$ cat src/rtl/dfl_pkg.sv
// constants and types for the drive frequency limit and dc brake block
package dfl_pkg;
  // frequencies in 0.01 hz units, times in 0.1 s units, levels in percent
  localparam int FREQ_W = 16;
  localparam int TIME_W = 10;
  localparam int PCT_W = 8;
  localparam int CUR_W = 12;
  localparam int DC_W = CUR_W + PCT_W;
  localparam logic [FREQ_W-1:0] FREQ_CEIL_MAX = 16'h9c40; // 400.00 hz
  localparam logic [FREQ_W-1:0] FREQ_CEIL_RST = 16'h1770; // 60.00 hz
  localparam logic [FREQ_W-1:0] FREQ_START_RST = 16'h0032; // 0.50 hz
  localparam logic [FREQ_W-1:0] CLAMP_HIGH_RST = 16'h1770;
  localparam logic [FREQ_W-1:0] CLAMP_LOW_RST = 16'h0032;
  localparam logic [FREQ_W-1:0] ONSET_MAX = 16'h1770; // 60.00 hz
  localparam logic [FREQ_W-1:0] ONSET_RST = 16'h01f4; // 5.00 hz
  localparam logic [TIME_W-1:0] WAIT_RST = 10'h001; // 0.1 s
  localparam logic [TIME_W-1:0] STOP_TIME_RST = 10'h00a; // 1.0 s
  localparam logic [PCT_W-1:0] LEVEL_RST = 8'h32; // 50 %
  localparam logic [PCT_W-1:0] LEVEL_MAX = 8'hc8; // 200 %
  localparam logic [PCT_W-1:0] PCT_FULL = 8'h64; // 100 %
  localparam logic [1:0] STOP_DECEL = 2'h0;
  localparam logic [1:0] STOP_DCBRAKE = 2'h1;
  localparam logic [1:0] STOP_FREE = 2'h2;
  localparam logic [4:0] FUNC_DC_AT_STOP = 5'h0b;
  localparam int NUM_BANDS = 3;
  // one time unit is 100 ms at 100 mhz
  localparam int CLK_HZ = 100000000;
  localparam int TICK_MS = 100;
  localparam int TICK_CYC = CLK_HZ / 1000 * TICK_MS;
  localparam int RAMP_MS = 10;
  localparam int RAMP_CYC = CLK_HZ / 1000 * RAMP_MS;

  typedef struct packed {
    logic [FREQ_W-1:0] low;
    logic [FREQ_W-1:0] high;
  } dfl_band_t;

  typedef struct packed {
    logic on;
    logic [DC_W-1:0] level;
  } dfl_dc_t;

  typedef enum logic [1:0] {
    DFL_SRC_ANALOG,
    DFL_SRC_KEYPAD,
    DFL_SRC_RSVD0,
    DFL_SRC_RSVD1
  } dfl_src_t;
endpackage

$ cat src/rtl/dfl_top.sv
// run frequency shaping, stop mode selection and dc brake sequencing
`timescale 1ns/1ps
module dfl_top
  import dfl_pkg::*;
#(
  parameter int TICK_DIV = TICK_CYC,
  parameter int RAMP_DIV = RAMP_CYC,
  parameter logic [FREQ_W-1:0] RAMP_STEP = 16'h000a
) (
  input wire logic core_clk_i,
  input wire logic rst_i,
  input wire logic run_i,
  input wire dfl_src_t src_sel_i,
  input wire logic [FREQ_W-1:0] analog_freq_i,
  input wire logic [FREQ_W-1:0] keypad_freq_i,
  input wire logic [1:0] stop_method_sel_i,
  input wire logic [FREQ_W-1:0] freq_ceiling_i,
  input wire logic [FREQ_W-1:0] freq_floor_start_i,
  input wire logic clamp_enable_i,
  input wire logic [FREQ_W-1:0] clamp_high_i,
  input wire logic [FREQ_W-1:0] clamp_low_i,
  input wire logic skip_enable_i,
  input wire dfl_band_t [NUM_BANDS-1:0] skip_band_i,
  input wire logic [FREQ_W-1:0] brake_onset_freq_i,
  input wire logic [TIME_W-1:0] brake_wait_time_i,
  input wire logic [PCT_W-1:0] stop_brake_level_i,
  input wire logic [TIME_W-1:0] stop_brake_time_i,
  input wire logic [PCT_W-1:0] start_brake_level_i,
  input wire logic [TIME_W-1:0] start_brake_time_i,
  input wire logic [CUR_W-1:0] motor_rated_current_i,
  input wire logic [4:0] input3_function_sel_i,
  input wire logic multi_input_3_i,
  input wire logic start_dc_hold_i,
  output logic [FREQ_W-1:0] target_freq_o,
  output logic [FREQ_W-1:0] out_freq_o,
  output logic out_enable_o,
  output dfl_dc_t dc_o,
  output logic accel_o,
  output logic decel_o,
  output logic brake_busy_o
);
  typedef enum logic [2:0] {
    DFL_IDLE,
    DFL_SDC,
    DFL_RUN,
    DFL_STOPPING,
    DFL_WAIT,
    DFL_INJECT,
    DFL_DONE
  } dfl_state_t;

  dfl_state_t state_ff;
  logic tick;
  logic ramp_tick_ff;
  logic [31:0] ramp_cnt_ff;
  logic [TIME_W-1:0] tcnt_ff;
  logic [FREQ_W-1:0] raw_freq;
  logic [FREQ_W-1:0] lim_freq;
  logic [FREQ_W-1:0] clamp_freq;
  logic [FREQ_W-1:0] nxt_target;
  logic [FREQ_W-1:0] target_ff;
  logic [FREQ_W-1:0] prev_set_ff;
  logic dir_up_ff;
  logic set_rising;
  logic [FREQ_W-1:0] onset_v;
  logic [FREQ_W-1:0] out_ff;
  logic stop_brake_ok;
  logic start_brake_ok;
  logic dc_cmd;

  // clip a value into [lo, hi]; hi wins when the bounds cross
  function automatic logic [FREQ_W-1:0] fclip(input logic [FREQ_W-1:0] v,
                                               input logic [FREQ_W-1:0] lo,
                                               input logic [FREQ_W-1:0] hi);
    logic [FREQ_W-1:0] r;
    r = (v < lo) ? lo : v;
    fclip = (r > hi) ? hi : r;
  endfunction

  // rated current scaled by percent, full precision kept
  function automatic logic [DC_W-1:0] dc_scale(input logic [PCT_W-1:0] pct);
    logic [PCT_W-1:0] p;
    p = (pct > LEVEL_MAX) ? LEVEL_MAX : pct;
    dc_scale = DC_W'((motor_rated_current_i * p) / PCT_FULL);
  endfunction

  dfl_tick #(
    .DIV(TICK_DIV)
  ) u_tick (
    .core_clk_i(core_clk_i),
    .rst_i(rst_i),
    .tick_o(tick)
  );

  // ramp step enable, the decel time is set by step and divider
  always_ff @(posedge core_clk_i or posedge rst_i) begin
    if (rst_i) begin
      ramp_cnt_ff <= '0;
      ramp_tick_ff <= 1'b0;
    end else if (ramp_cnt_ff >= 32'(RAMP_DIV - 1)) begin
      ramp_cnt_ff <= '0;
      ramp_tick_ff <= 1'b1;
    end else begin
      ramp_cnt_ff <= ramp_cnt_ff + 32'h1;
      ramp_tick_ff <= 1'b0;
    end
  end

  // setpoint shaping: limits, then clamp, then skip bands
  always_comb begin
    logic [FREQ_W-1:0] ceil_v;
    logic [FREQ_W-1:0] lo_e;
    logic [FREQ_W-1:0] hi_e;
    ceil_v = (freq_ceiling_i > FREQ_CEIL_MAX) ? FREQ_CEIL_MAX : freq_ceiling_i;
    lo_e = '0;
    hi_e = '0;
    raw_freq = (src_sel_i == DFL_SRC_KEYPAD) ? keypad_freq_i : analog_freq_i;
    lim_freq = (raw_freq > ceil_v) ? ceil_v : raw_freq;
    if (lim_freq < freq_floor_start_i) begin
      lim_freq = '0;
    end
    // both sources pass the same clamp
    clamp_freq = lim_freq;
    if (clamp_enable_i) begin
      clamp_freq = fclip(lim_freq, clamp_low_i, (clamp_high_i > ceil_v) ? ceil_v : clamp_high_i);
    end
    nxt_target = clamp_freq;
    // a setpoint parked inside a band keeps the direction it arrived from
    set_rising = (clamp_freq == prev_set_ff) ? dir_up_ff : (clamp_freq > prev_set_ff);
    if (skip_enable_i) begin
      for (int i = 0; i < NUM_BANDS; i++) begin
        lo_e = fclip(skip_band_i[i].low, freq_floor_start_i, ceil_v);
        hi_e = fclip(skip_band_i[i].high, freq_floor_start_i, ceil_v);
        if (clamp_freq > lo_e && clamp_freq < hi_e) begin
          // direction of the setpoint picks the edge held
          nxt_target = set_rising ? lo_e : hi_e;
        end
      end
    end
  end

  // remember last setpoint for direction, keep target steady
  always_ff @(posedge core_clk_i or posedge rst_i) begin
    if (rst_i) begin
      prev_set_ff <= '0;
      dir_up_ff <= 1'b1;
      target_ff <= '0;
    end else begin
      // without this the held edge would flip once the setpoint stops moving
      if (clamp_freq != prev_set_ff) begin
        prev_set_ff <= clamp_freq;
        dir_up_ff <= (clamp_freq > prev_set_ff);
      end
      target_ff <= nxt_target;
    end
  end

  assign stop_brake_ok = (stop_brake_level_i != '0) && (stop_brake_time_i != '0);
  assign start_brake_ok = (start_brake_level_i != '0) && (start_brake_time_i != '0);
  assign dc_cmd = (input3_function_sel_i == FUNC_DC_AT_STOP) && multi_input_3_i;
  // brake onset setting is capped at its top of range
  assign onset_v = (brake_onset_freq_i > ONSET_MAX) ? ONSET_MAX : brake_onset_freq_i;

  // run and brake sequencer
  always_ff @(posedge core_clk_i or posedge rst_i) begin
    if (rst_i) begin
      state_ff <= DFL_IDLE;
      tcnt_ff <= '0;
    end else begin
      case (state_ff)
        DFL_IDLE: begin
          tcnt_ff <= '0;
          if (run_i) begin
            state_ff <= start_brake_ok ? DFL_SDC : DFL_RUN;
          end
        end
        DFL_SDC: begin
          if (!run_i) begin
            state_ff <= DFL_IDLE;
          end else if (tcnt_ff >= start_brake_time_i && !start_dc_hold_i) begin
            state_ff <= DFL_RUN;
            tcnt_ff <= '0;
          end else if (tick && tcnt_ff < start_brake_time_i) begin
            tcnt_ff <= tcnt_ff + 1'b1;
          end
        end
        DFL_RUN: begin
          if (!run_i) begin
            if (stop_method_sel_i == STOP_FREE) begin
              state_ff <= DFL_IDLE;
            end else begin
              state_ff <= DFL_STOPPING;
            end
          end
        end
        DFL_STOPPING: begin
          if (run_i) begin
            state_ff <= DFL_RUN;
          end else if (stop_method_sel_i == STOP_FREE) begin
            state_ff <= DFL_IDLE;
          end else if (stop_method_sel_i == STOP_DCBRAKE && stop_brake_ok && out_ff <= onset_v) begin
            state_ff <= DFL_WAIT;
            tcnt_ff <= '0;
          end else if (out_ff == '0) begin
            state_ff <= DFL_IDLE;
          end
        end
        DFL_WAIT: begin
          if (tcnt_ff >= brake_wait_time_i) begin
            state_ff <= DFL_INJECT;
            tcnt_ff <= '0;
          end else if (tick) begin
            tcnt_ff <= tcnt_ff + 1'b1;
          end
        end
        DFL_INJECT: begin
          if (tcnt_ff >= stop_brake_time_i) begin
            state_ff <= DFL_DONE;
          end else if (tick) begin
            tcnt_ff <= tcnt_ff + 1'b1;
          end
        end
        DFL_DONE: begin
          tcnt_ff <= '0;
          state_ff <= DFL_IDLE;
        end
        default: begin
          state_ff <= DFL_IDLE;
        end
      endcase
    end
  end

  // output frequency ramps, so skip bands are crossed freely
  always_ff @(posedge core_clk_i or posedge rst_i) begin
    if (rst_i) begin
      out_ff <= '0;
    end else begin
      case (state_ff)
        DFL_RUN: begin
          if (ramp_tick_ff) begin
            if (out_ff + RAMP_STEP <= target_ff) begin
              out_ff <= out_ff + RAMP_STEP;
            end else if (out_ff > target_ff + RAMP_STEP) begin
              out_ff <= out_ff - RAMP_STEP;
            end else begin
              out_ff <= target_ff;
            end
          end
        end
        DFL_STOPPING: begin
          if (ramp_tick_ff) begin
            out_ff <= (out_ff > RAMP_STEP) ? out_ff - RAMP_STEP : '0;
          end
        end
        default: begin
          // idle, start injection and brake phases give no frequency
          out_ff <= '0;
        end
      endcase
    end
  end

  // registered outputs
  always_ff @(posedge core_clk_i or posedge rst_i) begin
    if (rst_i) begin
      target_freq_o <= '0;
      out_freq_o <= '0;
      out_enable_o <= 1'b0;
      dc_o <= '0;
      accel_o <= 1'b0;
      decel_o <= 1'b0;
      brake_busy_o <= 1'b0;
    end else begin
      target_freq_o <= target_ff;
      out_freq_o <= out_ff;
      out_enable_o <= (state_ff == DFL_RUN) || (state_ff == DFL_STOPPING);
      accel_o <= (state_ff == DFL_RUN) && (out_ff < target_ff);
      decel_o <= (state_ff == DFL_STOPPING) || ((state_ff == DFL_RUN) && (out_ff > target_ff));
      brake_busy_o <= (state_ff == DFL_SDC) || (state_ff == DFL_WAIT) || (state_ff == DFL_INJECT);
      if (state_ff == DFL_INJECT) begin
        dc_o.on <= 1'b1;
        dc_o.level <= dc_scale(stop_brake_level_i);
      end else if (state_ff == DFL_SDC || (state_ff == DFL_IDLE && dc_cmd && !run_i)) begin
        dc_o.on <= 1'b1;
        dc_o.level <= dc_scale(start_brake_level_i);
      end else begin
        dc_o <= '0;
      end
    end
  end
endmodule // dfl_top

$ cat src/rtl/dfl_tick.sv
// enable pulse divider for slow timing
`timescale 1ns/1ps
module dfl_tick
  import dfl_pkg::*;
#(
  parameter int DIV = TICK_CYC
) (
  input wire logic core_clk_i,
  input wire logic rst_i,
  output logic tick_o
);
  logic [31:0] cnt_ff;

  // free running count, one pulse per period
  always_ff @(posedge core_clk_i or posedge rst_i) begin
    if (rst_i) begin
      cnt_ff <= '0;
      tick_o <= 1'b0;
    end else if (cnt_ff >= 32'(DIV - 1)) begin
      cnt_ff <= '0;
      tick_o <= 1'b1;
    end else begin
      cnt_ff <= cnt_ff + 32'h1;
      tick_o <= 1'b0;
    end
  end
endmodule // dfl_tick

$ cat config.mk
export PLATFORM = sky130hd
export DESIGN_NAME = dfl_top
export DESIGN_NICKNAME = d
export VERILOG_FILES = /design/src/rtl/dfl_pkg.sv /design/src/rtl/dfl_top.sv /design/src/rtl/dfl_tick.sv
export SDC_FILE = /design/constraint.sdc
export NUM_CORES = 2
export LEC_CHECK = 0
export ABC_AREA = 0
export BUFFER_PORTS_ARGS = -buffer_cell sky130_fd_sc_hd__buf_4
export CAP_MARGIN = 25
export CORE_MARGIN = 10
export CORE_UTILIZATION = 68
export CTS_CLUSTER_DIAMETER = 50
export DETAILED_ROUTE_END_ITERATION = 12
export GPL_TIMING_DRIVEN = 0
export PLACE_DENSITY = 0.9
export SYNTH_ARGS = -nofsm -noshare
export SYNTH_HDL_FRONTEND = slang
export SYNTH_HIERARCHICAL = 1
export SYNTH_SLANG_ARGS = --single-unit
export TNS_END_PERCENT = 100
$ cat constraint.sdc
create_clock -name core_clk_i -period 11.43 [get_ports core_clk_i]
set_input_delay 0 -clock core_clk_i [delete_from_list [all_inputs] [get_ports core_clk_i]]
set_output_delay 0 -clock core_clk_i [all_outputs]
set_load 0.005 [all_outputs]
==> summary.md, run 1 <==
| Metric | Value |
|---|---|
| Status | `stopped before the end` |
| H-tree depth | `4` |
| Post-synth top area share | `19.3%` |
| Placer Congestion | `1.04` |
| Synth unique cells | `138` |
| # port buffers | `331` |
| EDFF count, synth | `0` |
| Gr usage total | `67.0%` |
| Initial Util | `69.2%` |
| # rows | `83` |
| Error | `[ERROR GRT-0232] Routing congestion too high. Check the congestion heatmap in the GUI.` |
| Die width | `249 um` |
| CTS sink count | `179` |
| Num CTS Buffers | `17` |
| IO Pins | `339` |
| Largest net degree at the start of global routing | `105` |
| Ys Warns | `6` |
| Largest area contributor in the netlist | `ha_1` |
| Clock Path Buffers | `2` |
| Post-synthesis register bit count | `179` |
| Cell Area, Synth | `35700 um2` |
| Sequential fraction of the synthesis area | `12.5%` |
| Dpl hpwl | `98.1 mm` |
| Die height | `249 um` |
| GRT worst endpoint | `dc_o[0]$_DFF_PP0_/D` |
| Mapped Avg Cell Area | `7.97 um2` |
| GRT overflow | `58` |
| Top_reg_cell synth | `dfrtp_1` |
| Area contributors post-synth | `ha_1 19%, dfrtp_1 12%, fa_1 6.7%` |
| CTS Root Cell | `clkbuf_16` |
| Kind of the worst endpoint | `sequential cell input` |
| Placed cells | `5532` |
| Initial antenna violation count | `43` |
| Post-synthesis async set-or-reset flop share | `100%` |
| Halt Stage | `5_1_grt` |
| Post-synthesis instance total | `4479` |
## cells by family after synthesis
kind of cell	after synthesis	synth area share (%)
compound gates	1229	23.0
fa+ha+maj	681	26.3
flops	179	12.5
mux	257	7.44
xor+xnor	143	3.61
simple gates	1462	21.1
buf+inv	525	5.99
other cells	3	0.0315
## per-layer routing
layer | GRT overflow | global-route usage, %
met1 | 1 | 67.0
met2 | 34 | 83.1
met3 | 0 | 54.9
met4 | 23 | 58.3
met5 | 0 | 33.5
## repair_timing
item | in CTS
gates cloned | 10
pin swaps | 215
endpoints found under the hold margin | 64
resized for setup | 426
hold buffers | 4
buffers inserted | 226
setup endpoints to repair | 37
## cells in the mapped netlist (16+ instances only)
| cell | n |
|---|---|
| o21ai_0 | 312 |
| xor2_1 | 50 |
| ha_1 | 551 |
| nor2b_1 | 106 |
| o221ai_1 | 26 |
| a211oi_1 | 41 |
| mux2_2 | 65 |
| a21o_1 | 102 |
| xnor2_1 | 88 |
| nand2b_1 | 107 |
| nand4_1 | 91 |
| inv_1 | 344 |
| nor4_1 | 28 |
| nor3_1 | 59 |
| and3_1 | 43 |
| o22ai_1 | 22 |
| mux2i_1 | 191 |
| a31oi_1 | 26 |
| nor2_1 | 296 |
| clkbuf_1 | 120 |
| o211ai_1 | 57 |
| o21a_1 | 32 |
| fa_1 | 120 |
| and2_1 | 143 |
| nand2_1 | 377 |
| buf_2 | 21 |
| o31ai_1 | 35 |
| dfrtp_1 | 178 |
| buf_4 | 16 |
| or4_1 | 19 |
| or3_1 | 25 |
| o21ai_1 | 22 |
| a21oi_1 | 315 |
| nand3_1 | 79 |
## through the flow
stage               cell area, um2  setup slack, ps
floorplan                    36200             2.01
global placement             39500            -3000
detailed placement           39700            -3090
CTS                          44300             -179
==> run 2: changes to the inputs <==
Settings changed: CORE_UTILIZATION 68 to 40, CTS_CLUSTER_DIAMETER 50 to not set, PLACE_DENSITY 0.9 to not set, PLACE_DENSITY_LB_ADDON set to 0.15.
==> run 2 against run 1 <==
  * The flow now finishes, with violations (negative setup slack)
  * Synthesized cell count unchanged
  * Synthesized area unchanged
==> summary.md, run 2 <==
| Metric | Value |
|---|---|
| CP Data Required Time | `11760 ps` |
| Final worst setup slack | `-764 ps` |
| Vias in the first global route | `36100` |
| Fraction of layout cells with a size suffix above 1 | `24.2%` |
| Largest regs | `ramp_cnt_ff x32, u_tick/cnt_ff x32` |
| CTS Root Cell | `clkbuf_16` |
| Reg2reg end | `out_ff[7]` |
| Post-synthesis instance total | `4479 (unchanged)` |
| Final setup vio count | `5` |
| Synthesis-to-layout area growth | `28.2%` |
| Nets | `6091` |
| Initial Util | `40.3% (-29 points)` |
| Die height | `319 um (+28%)` |
| Number of routed nets with antenna violations | `0` |
| Ys Warns | `6 (unchanged)` |
| Mapped Avg Cell Area | `7.97 um2 (unchanged)` |
| GRT overflow | `0` |
| Core area | `88500 um2` |
| Detailed-route via count | `36100` |
| Die area | `102000 um2` |
| Minimum clock period | `12190 ps` |
| Dpl hpwl | `105 mm (+6.9%)` |
| Die width | `319 um (+28%)` |
| Max-slew violations | `0` |
| Iter 0 DRT Violations | `2439` |
| Initial antenna violation count | `1` |
| Placer Congestion | `0.975 (-6.5%)` |
| # rows | `109 (+31%)` |
| Kind of critical path | `input port to flip-flop` |
| Top cells by count, synth | `551 x ha_1, 377 x nand2_1, 344 x inv_1` |
| Post-synthesis async set-or-reset flop share | `100% (unchanged)` |
| Slew margin rel. | `28.2%` |
| EDFF count, synth | `0 (unchanged)` |
| IO Pins | `339 (unchanged)` |
| Ant. Diodes | `0` |
| Final instance area | `45800 um2` |
| Max FO, Critical Path | `7` |
| Setup crit end kind | `flip-flop` |
| Global-route wire length before repair | `204 mm` |
| HP Class | `input port to flip-flop` |
| Hold path cells | `5` |
| First-pass iteration count of the detailed router | `6` |
| Failing checks | `negative setup slack` |
| Post-synth top area share | `19.3% (unchanged)` |
| Area after DPL | `40400 um2 (+1.7%)` |
| Setup crit start kind | `input port` |
| Reg2reg path depth | `22` |
| Clock skew | `16.1 ps` |
| Synth unique cells | `138 (unchanged)` |
| DR vias/cell | `5.71` |
| H-tree depth | `4 (unchanged)` |
| Num CTS Buffers | `17 (unchanged)` |
| Worst Hold Endpoint | `state_ff[0]` |
| Cell Area, Synth | `35700 um2 (unchanged)` |
| RSZ-0062 raised after global routing | `true` |
| Drc violations | `0` |
| Clock Path Buffers | `2 (unchanged)` |
| Crit path largest cell delay | `600 ps` |
| Max cap viols | `0` |
| Worst-Skew Late Latency | `480 ps` |
| # port buffers | `331 (unchanged)` |
| Final wirelength | `132 mm` |
| Status | `finished, violations left` |
| Largest net degree at the start of global routing | `93` |
| Top_reg_cell synth | `dfrtp_1` |
| Largest area contributor in the netlist | `ha_1` |
| Arrival time worst endpoint | `12520 ps` |
| WL per Instance | `21.0 um` |
| Area contributors post-synth | `ha_1 19%, dfrtp_1 12%, fa_1 6.7%` |
| Reg2Reg Setup Slack | `6690 ps` |
| CTS tree | `built` |
| F_max | `82.0 MHz` |
| Most frequent cell after synthesis | `ha_1` |
| Worst-Margin Slew | `1070 ps` |
| Hold Vio Cnt, Final | `0` |
| Most frequent cells in the layout | `577 x buf_4, 529 x ha_1, 358 x nand2_1` |
| Hold slack final | `47.9 ps` |
| Most common cell after layout, fill and taps aside | `buf_4` |
| Fin util | `51.7%` |
| Sequential fraction of the synthesis area | `12.5% (unchanged)` |
| Tcrit/Tclk final | `107%` |
| Crit path top cell by count | `buf_6` |
| Hold Startpoint | `stop_method_sel_i[1]` |
| FF-to-FF Start | `target_ff[1]` |
| Gr usage total | `24.9%` |
| CP startpoint | `stop_brake_level_i[1]` |
| Post-synthesis register bit count | `179 (unchanged)` |
| Clock transition at path regs | `70 ps` |
| Slowest stage cell, crit path | `fa_1` |
| CTS sink count | `179 (unchanged)` |
[run 2: what timing repair did]
action | in CTS | in global routing
resized for setup | 387 | 178
gates cloned | 8 | 1
setup buffers | 189 | 68
hold buffers | 4 | 0
endpoints found under the hold margin | 72 | 0
endpoints found under the setup margin | 37 | 37
pin swaps | 173 | 186
[run 2: area by class of cell]
type	count	area, um2
plain buffers	173	1180
clock buffers	20	457
clock inverters	12	168
fillers	8311	42700
inverters	347	1320
multi-input cells	3802	31700
flip-flops and latches	179	4480
well taps	1165	1460
repair buffers	618	5030
[run 2: per-layer routing]
metal  share of wire, %  GRT usage [%]
met1                 43           30.9
met2                 47           42.7
met3                5.9           4.08
met4                4.0           9.52
met5             0.0091              0
[run 2: critical path, delay by kind of cell]
family,cells,cell delay [ps]
adders and majority gates,6,2440
buffers and inverters,13,1640
AOI/OAI and AO/OA,20,4850
and+or+nand+nor,16,3520
[run 2: cell families (layout without fill, tap and decap cells)]
logic type / after synthesis / count (layout) / synth area share (%)
XOR/XNOR: 143 / 143 / 3.61
other: 3 / 29 / 0.0315
AO/OA/AOI/OAI: 1229 / 1229 / 23.0
flip-flops: 179 / 179 / 12.5
buffers and inverters: 525 / 1170 / 5.99
adder cells (fa/ha/maj): 681 / 681 / 26.3
AND/OR/NAND/NOR: 1462 / 1463 / 21.1
multiplexers: 257 / 257 / 7.44
[run 2: stage by stage]
stage / std cells / setup TNS, ps / worst slack (ps)
after CTS: 6252 / -540 / -321
after global routing: 6316 / -10950 / -1210
after global placement: 6001 / -105900 / -3760
after floorplan: 4505 / 0 / 2.01
final: 6316 / -1660 / -764
after detailed placement: 6021 / -98590 / -3570
[run 2: worst max path at each step]
stage,end,cells after the start
global route,dc_o[0],57
detailed placement,target_ff[7],66
global placement,target_ff[7],63
CTS,dc_o[0],50
finish,dc_o[0],55
floorplan,dc_o[0],52
Power of run 2 is left out: the tool's default activity adds up to more than one toggle a clock period on the data nets, which glitch-free logic cannot reach.
